$ cat src/hdl/pllc_pkg.sv
// Constants shared by the PLL settings control block.
// Assumes a 32-bit Avalon-MM slave port with byte addresses.
package pllc_pkg;

  localparam int PLLC_NUM_PLL = 3;

  // Byte offsets of the six registers; each takes one aligned word
  localparam logic [4:0] PLLC_OFS_CORE0_MAIN = 5'h00;
  localparam logic [4:0] PLLC_OFS_CORE0_DIV  = 5'h04;
  localparam logic [4:0] PLLC_OFS_CORE1_MAIN = 5'h08;
  localparam logic [4:0] PLLC_OFS_CORE1_DIV  = 5'h0C;
  localparam logic [4:0] PLLC_OFS_CLUS_MAIN  = 5'h10;
  localparam logic [4:0] PLLC_OFS_CLUS_DIV   = 5'h14;

  // Main control register fields
  localparam int PLLC_EN_BIT     = 31;
  localparam int PLLC_REF_DIV_LSB = 20;
  localparam int PLLC_REF_DIV_W   = 6;
  localparam int PLLC_FB_DIV_LSB  = 8;
  localparam int PLLC_FB_DIV_W    = 12;
  localparam int PLLC_BYP_BIT    = 0;

  // Divider control register fields
  localparam int PLLC_PD2_LSB  = 28;
  localparam int PLLC_PD1_LSB  = 24;
  localparam int PLLC_PD_W     = 3;
  localparam int PLLC_FRACTION_LSB = 0;
  localparam int PLLC_FRACTION_W   = 24;

  // Writable bits; everything else is reserved and reads zero
  localparam logic [31:0] PLLC_MAIN_MASK = 32'h83FF_FF01;
  localparam logic [31:0] PLLC_DIV_MASK  = 32'h77FF_FFFF;

  // Values after reset, index 0 core0, 1 core1, 2 cluster
  localparam logic [31:0] PLLC_CORE_MAIN_RST = 32'h8010_3000;
  localparam logic [31:0] PLLC_CLUS_MAIN_RST = 32'h8010_2000;
  localparam logic [31:0] PLLC_DIV_RST       = 32'h1100_0000;
  localparam logic [2:0][31:0] PLLC_MAIN_RST = {PLLC_CLUS_MAIN_RST,
                                                PLLC_CORE_MAIN_RST,
                                                PLLC_CORE_MAIN_RST};

  typedef enum logic [1:0] {
    PLLC_ST_IDLE = 2'b01,
    PLLC_ST_ACK  = 2'b10
  } pllc_bus_state_t;

endpackage

$ cat src/hdl/pllc_reg_if.sv
// Internal register access strobes between bus slave and register banks.
// Assumes a single clock shared by both ends.
`timescale 1ns/10ps
interface pllc_reg_if;
  logic        wr_stb;
  logic [2:0]  idx;
  logic [31:0] wdata;
  logic [3:0]  be;
  logic [31:0] rdata;

  modport bus  (output wr_stb, output idx, output wdata, output be,
                input rdata);
  modport bank (input wr_stb, input idx, input wdata, input be,
                output rdata);
endinterface

$ cat src/hdl/pllc_ctrl.sv
// Top of the PLL settings control block: Avalon-MM registers for the
// two core PLLs and the cluster PLL, driving the analog macro settings.
// Assumes one 100 MHz clock and a synchronous active-low reset.
// How it works
// - each PLL owns a main control and a divider control register
// - enable bit 31 resets to one; PLL waits for software writing one
// - main bits 25:20 hold reference divider, reset one
// - main bits 19:8 hold feedback divider; core PLLs reset to 48
// - cluster PLL feedback divider resets to 0x20, dividing by 32
// - main bit 0 bypasses PLL with input clock; resets to zero
// - divider bits 30:28 hold second post divider directly, reset one
// - divider bits 26:24 hold first post divider directly, reset one
// - divider bits 23:0 hold fraction over two to twenty-four, reset zero
`timescale 1ns/10ps
module pllc_ctrl
  import pllc_pkg::*;
(
  input  wire logic                    clk_sys,
  input  wire logic                    rst_b,
  input  wire logic [4:0]              avs_address,
  input  wire logic                    avs_read,
  input  wire logic                    avs_write,
  input  wire logic [31:0]             avs_writedata,
  input  wire logic [3:0]              avs_byteenable,
  output logic      [31:0]             avs_readdata,
  output logic                         avs_waitrequest,
  output logic      [2:0]              pll_global_enable,
  output logic      [2:0][5:0]         reference_divider,
  output logic      [2:0][11:0]        feedback_divider,
  output logic      [2:0]              pll_direct_bypass,
  output logic      [2:0][2:0]         first_post_divider,
  output logic      [2:0][2:0]         second_post_divider,
  output logic      [2:0][23:0]        feedback_fraction
);
  import pllc_pkg::*;

  pllc_reg_if       rif ();
  logic [2:0][31:0] main_ctrl;
  logic [2:0][31:0] divider_ctrl;

  pllc_bus_slave u_slave (
    .clk_sys         (clk_sys),
    .rst_b           (rst_b),
    .avs_address     (avs_address),
    .avs_read        (avs_read),
    .avs_write       (avs_write),
    .avs_writedata   (avs_writedata),
    .avs_byteenable  (avs_byteenable),
    .avs_readdata    (avs_readdata),
    .avs_waitrequest (avs_waitrequest),
    .rif             (rif)
  );

  // Register pair per PLL; cluster differs only in its main reset
  for (genvar g = 0; g < PLLC_NUM_PLL; g++) begin : g_pll
    logic wr_main;
    logic wr_div;
    assign wr_main = rif.wr_stb && (rif.idx == 3'(2 * g));
    assign wr_div  = rif.wr_stb && (rif.idx == 3'(2 * g + 1));

    pllc_pll_regs #(
      .MAIN_RST (PLLC_MAIN_RST[g])
    ) u_regs (
      .clk_sys           (clk_sys),
      .rst_b             (rst_b),
      .wr_main           (wr_main),
      .wr_div            (wr_div),
      .wdata             (rif.wdata),
      .be                (rif.be),
      .main_ctrl         (main_ctrl[g]),
      .divider_ctrl      (divider_ctrl[g]),
      .pll_global_enable (pll_global_enable[g])
    );

    // Fields go to the macro straight from the register flops
    assign reference_divider[g] =
      main_ctrl[g][PLLC_REF_DIV_LSB +: PLLC_REF_DIV_W];
    assign feedback_divider[g] =
      main_ctrl[g][PLLC_FB_DIV_LSB +: PLLC_FB_DIV_W];
    // Clock selection itself lives in the macro; we only steer it
    assign pll_direct_bypass[g] = main_ctrl[g][PLLC_BYP_BIT];
    // Field value is the divide ratio, no offset
    assign second_post_divider[g] =
      divider_ctrl[g][PLLC_PD2_LSB +: PLLC_PD_W];
    assign first_post_divider[g] =
      divider_ctrl[g][PLLC_PD1_LSB +: PLLC_PD_W];
    assign feedback_fraction[g] =
      divider_ctrl[g][PLLC_FRACTION_LSB +: PLLC_FRACTION_W];
  end

  // Read back; unmapped words read zero and writes there are dropped
  always_comb begin
    case (rif.idx)
      PLLC_OFS_CORE0_MAIN[4:2]: rif.rdata = main_ctrl[0];
      PLLC_OFS_CORE0_DIV[4:2]:  rif.rdata = divider_ctrl[0];
      PLLC_OFS_CORE1_MAIN[4:2]: rif.rdata = main_ctrl[1];
      PLLC_OFS_CORE1_DIV[4:2]:  rif.rdata = divider_ctrl[1];
      PLLC_OFS_CLUS_MAIN[4:2]:  rif.rdata = main_ctrl[2];
      PLLC_OFS_CLUS_DIV[4:2]:   rif.rdata = divider_ctrl[2];
      default:                  rif.rdata = 32'h0000_0000;
    endcase
  end

  // Helper: first cycle after reset release
  logic first_cycle;
  always_ff @(posedge clk_sys) begin
    first_cycle <= !rst_b;
  end
endmodule

$ cat src/hdl/pllc_bus_slave.sv
// Avalon-MM slave front end with a fixed one-cycle wait state.
// Assumes the master holds its request until waitrequest is low.
`timescale 1ns/10ps
module pllc_bus_slave
  import pllc_pkg::*;
(
  input  wire logic        clk_sys,
  input  wire logic        rst_b,
  input  wire logic [4:0]  avs_address,
  input  wire logic        avs_read,
  input  wire logic        avs_write,
  input  wire logic [31:0] avs_writedata,
  input  wire logic [3:0]  avs_byteenable,
  output logic      [31:0] avs_readdata,
  output logic             avs_waitrequest,
  pllc_reg_if.bus          rif
);
  import pllc_pkg::*;

  typedef struct packed {
    pllc_bus_state_t state;
    logic [31:0]     rdata;
  } pllc_slave_st_t;

  pllc_slave_st_t cur;
  pllc_slave_st_t next_cur;
  logic           req;

  assign req             = avs_read | avs_write;
  // Waitrequest drops in the second cycle of every request
  assign avs_waitrequest = req && (cur.state != PLLC_ST_ACK);
  assign avs_readdata    = cur.rdata;
  assign rif.wr_stb      = avs_write && (cur.state == PLLC_ST_ACK);
  assign rif.idx         = avs_address[4:2];
  assign rif.wdata       = avs_writedata;
  assign rif.be          = avs_byteenable;

  always_comb begin
    next_cur = cur;
    case (cur.state)
      PLLC_ST_IDLE: begin
        if (req) begin
          next_cur.state = PLLC_ST_ACK;
        end
        // Capture a cycle early so read data come from a flop
        if (avs_read) begin
          next_cur.rdata = rif.rdata;
        end
      end
      PLLC_ST_ACK: begin
        next_cur.state = PLLC_ST_IDLE;
      end
      default: begin
        next_cur.state = PLLC_ST_IDLE;
      end
    endcase
  end

  always_ff @(posedge clk_sys) begin
    if (!rst_b) begin
      cur <= '{state: PLLC_ST_IDLE, rdata: 32'h0000_0000};
    end else begin
      cur <= next_cur;
    end
  end
endmodule

$ cat src/hdl/pllc_pll_regs.sv
// Main and divider control registers for one PLL.
// Assumes write strobes are one-cycle pulses on clk_sys.
`timescale 1ns/10ps
module pllc_pll_regs
  import pllc_pkg::*;
#(
  parameter logic [31:0] MAIN_RST = 32'h8010_3000
)
(
  input  wire logic        clk_sys,
  input  wire logic        rst_b,
  input  wire logic        wr_main,
  input  wire logic        wr_div,
  input  wire logic [31:0] wdata,
  input  wire logic [3:0]  be,
  output logic      [31:0] main_ctrl,
  output logic      [31:0] divider_ctrl,
  output logic             pll_global_enable
);
  import pllc_pkg::*;

  typedef struct packed {
    logic [31:0] main_ctrl;
    logic [31:0] divider_ctrl;
    logic        armed;
  } pllc_pll_st_t;

  pllc_pll_st_t cur;
  pllc_pll_st_t next_cur;
  logic [31:0]  be_mask;

  assign be_mask = {{8{be[3]}}, {8{be[2]}}, {8{be[1]}}, {8{be[0]}}};

  always_comb begin
    next_cur = cur;
    // Reserved bits never take a write
    if (wr_main) begin
      next_cur.main_ctrl = (cur.main_ctrl & ~(be_mask & PLLC_MAIN_MASK))
                         | (wdata & be_mask & PLLC_MAIN_MASK);
      if (be[3] && wdata[PLLC_EN_BIT]) begin
        next_cur.armed = 1'b1;
      end
    end
    if (wr_div) begin
      next_cur.divider_ctrl = (cur.divider_ctrl & ~(be_mask & PLLC_DIV_MASK))
                            | (wdata & be_mask & PLLC_DIV_MASK);
    end
  end

  always_ff @(posedge clk_sys) begin
    if (!rst_b) begin
      cur <= '{main_ctrl: MAIN_RST, divider_ctrl: PLLC_DIV_RST,
               armed: 1'b0};
    end else begin
      cur <= next_cur;
    end
  end

  assign main_ctrl    = cur.main_ctrl;
  assign divider_ctrl = cur.divider_ctrl;
  // Bit reads one from reset, yet the PLL waits for a written one
  assign pll_global_enable = cur.main_ctrl[PLLC_EN_BIT] & cur.armed;
endmodule

$ cat config.mk
export PLATFORM = sky130hd
export DESIGN_NAME = pllc_ctrl
export DESIGN_NICKNAME = d
export VERILOG_FILES = /design/src/hdl/pllc_pkg.sv /design/src/hdl/pllc_reg_if.sv /design/src/hdl/pllc_ctrl.sv /design/src/hdl/pllc_bus_slave.sv /design/src/hdl/pllc_pll_regs.sv
export SDC_FILE = /design/constraint.sdc
export NUM_CORES = 1
export LEC_CHECK = 0
export BUFFER_PORTS_ARGS = -buffer_cell sky130_fd_sc_hd__buf_4
export CAP_MARGIN = 20
export CORE_ASPECT_RATIO = 0.75
export CORE_MARGIN = 2
export CORE_UTILIZATION = 57
export DETAILED_ROUTE_END_ITERATION = 16
export PLACE_DENSITY = 0.84
export SETUP_SLACK_MARGIN = 0.4
export SKIP_CTS_REPAIR_TIMING = 1
export SLEW_MARGIN = 25
export SYNTH_ARGS = -nofsm -noshare
export SYNTH_HDL_FRONTEND = slang
export SYNTH_SLANG_ARGS = --single-unit
$ cat constraint.sdc
create_clock -name clk_sys -period 3.8 [get_ports clk_sys]
set_input_delay 0 -clock clk_sys [delete_from_list [all_inputs] [get_ports clk_sys]]
set_output_delay 0 -clock clk_sys [all_outputs]
set_load 0.01 [all_outputs]
==> flow_metrics.env <==
export IMPL_cts_root_buf="clkbuf_16"
export IMPL_initial_core_util=0.5861
export IMPL_cts_buffers_inserted=17
export IMPL_setup_violations=0
export IMPL_crit_type="reg2reg"
export IMPL_wl_per_cell_um=19.67
export IMPL_rows=40
export IMPL_io_buffers=223
export IMPL_final_common_cell="buf_4"
export IMPL_clock_latency_ps=430
export IMPL_synth_flop_cell="dfxtp_1"
export IMPL_critPathTopFamily="simple AND/OR/NAND/NOR gates"
export IMPL_clk_path_buf_depth=2
export IMPL_cp_slowest_cell="and3_1"
export IMPL_antenna_left=0
export IMPL_fin_crit_ps=2042
export IMPL_die_h_um=115.3
export IMPL_peakVddDrop_mv=0.2849
export IMPL_cp_end_kind="register"
export IMPL_max_slew_margin_rel=0.4436
export IMPL_cts_sinks=186
export IMPL_die_w_um=152.4
export IMPL_cp_cell_sequence="and4bb_2, and3_1, mux2i_1"
export IMPL_remaining_drc_errors=0
export IMPL_dpl_cell_count=1177
export IMPL_worst_ep_arrival_time_ps=2400
export IMPL_syn_avg_cell_area_um2=9.619
export IMPL_worst_pin_slew_ps=834.5
export IMPL_die_area_um2=17580
export IMPL_vias=6894
export IMPL_path_max_fanout=19
export IMPL_timing_setup_tns_ps=0
export IMPL_syn_cell_area_um2=9417
export IMPL_grt_max_degree=98
export IMPL_fin_ws_ps=1758
export IMPL_antenna_found_initial=0
export IMPL_drt_iter0_drc=552
export IMPL_gp_congestion=0.7840
export IMPL_syn_to_final_growth_pct=13.51
export IMPL_slew_violations=0
export IMPL_p_leak_nw=5.236
export IMPL_startpoint_type="register"
export IMPL_yosysSeqAreaShare=0.3954
export IMPL_synth_edf_count=0
export IMPL_rsz0062_at_grt="false"
export IMPL_track_usage=0.2624
export IMPL_violations="hold timing"
export IMPL_firstDrtPassIters=5
export IMPL_path_clk_slew_ps=70
export IMPL_max_stage_delay_ps=680
export IMPL_synth_seq_cells=186
export IMPL_crit_required_ps=4150
export IMPL_core_um2=16070
export IMPL_hold_violations=10
export IMPL_final_cell_count_no_fill=1239
export IMPL_drv_cap=0
export IMPL_hold_slack_ps=-33.28
export IMPL_yosysUniqueCellTypes=38
export IMPL_drive_above_1_share=0.3139
export IMPL_synth_warning_count=0
export IMPL_status="finished, violations left"
export IMPL_p_total_mw=4.101
export IMPL_viasPerCell=5.564
export IMPL_min_path_type="in2reg"
export IMPL_dpl_cell_area_um2=9784
export IMPL_synthArstFlopShare=0
export IMPL_crit_buf_inv=0
export IMPL_p_per_area_nw_per_um2=383.6
export IMPL_mappedNetlistNets=1024
export IMPL_fin_area_um2=10690
export IMPL_grt_pass1_wl_um=36200
export IMPL_grt_pass1_vias=6452
export IMPL_cts_tree="yes"
export IMPL_gr_total_overflow=0
export IMPL_dp_worst_setup_slack_ps=1732
export IMPL_finalCritPeriodShare=0.5375
export IMPL_wl_um=24370
export IMPL_dp_final_hpwl_um=15740
export IMPL_synthCells=979
export IMPL_fin_skew_ps=10.07
export IMPL_io_pins=228
export IMPL_max_clock_freq_ghz=0.4896
export IMPL_num_nets_final=1062
export IMPL_n_antenna_cell=0
export IMPL_htree_levels=4
export IMPL_most_common_layout_cells="228 x buf_4, 186 x dfxtp_1, 164 x nand2_1"
[metrics by stage]
step / utilization / hold WS, ps
global placement: 0.6090 / 280.3
CTS: 0.6457 / -165.4
detailed placement: 0.6090 / 286.4
floorplan: - / 170.6
global route: 0.6653 / 2.932
finish: 0.6653 / -33.28
[power by group]
part / switching (mW) / total, mW / leakage, nW / internal (mW)
sequential: 0.0154 / 1.99 / 1.50 / 1.97
clock: 0.761 / 1.78 / 0.283 / 1.02
combinational: 0.198 / 0.329 / 3.45 / 0.131
total: 0.975 / 4.10 / 5.24 / 3.13
[worst min-delay path, cell delays in order]
cell and delay [ps]:
buf_4 70, nand2_1 130, mux2i_1 150
[cell families (layout without fill, tap and decap cells)]
family,count (synthesis),count (layout),synth area share
AO/OA/AOI/OAI,98,98,0.07534
other,1,1,0.0003982
multiplexers,206,206,0.2250
flip-flops,186,186,0.3954
buffers and inverters,246,296,0.1766
AND/OR/NAND/NOR,242,242,0.1273
[synth_stat cells (all sizes together) (2+ instances only)]
library cell,n,area (µm²)
a31oi,6,37.54
a32oi,12,105.1
a22o,11,96.34
and2,5,31.28
nor2b,37,231.5
a41oi,3,26.28
nand3,19,172.7
o21ai,19,95.09
inv,4,15.01
and3,3,18.77
clkbuf,37,140.1
and3b,2,17.52
a222oi,12,120.1
nand2,164,615.6
nor2,3,13.77
o2bb2ai,11,96.34
nand4,4,50.05
buf,205,1508
mux2i,161,1612
a22oi,2,15.01
dfxtp,186,3724
a21oi,20,100.1
mux2,45,506.7
[per-layer routing]
layer,up-vias,track usage,part of all wire
met4,0,0.07469,0.011
li1,3256,-,-
met3,22,0.05616,0.069
met2,267,0.4108,0.46
met5,-,0,0
met1,3349,0.3695,0.46
[area by class of cell]
cell class,count,area [µm²]
clock buffers,22,474.2
clock inverters,9,115.1
fillers,1263,5376
inverters,4,15.01
multi-input cells,547,4045
flip-flops and latches,186,3724
well taps,210,262.8
repair buffers,261,2053
[worst paths after layout]
path,start,endpoint,slack [ps],cells after the start
worst max-delay path,u_slave.cur[33],register,1760,3
worst max register to register,u_slave.cur[33],register,1760,3
worst min-delay path,avs_writedata[11],register,-30,3
worst min register to register,register,register,470,2
Note: power is estimated with default switching activity, not from simulation.
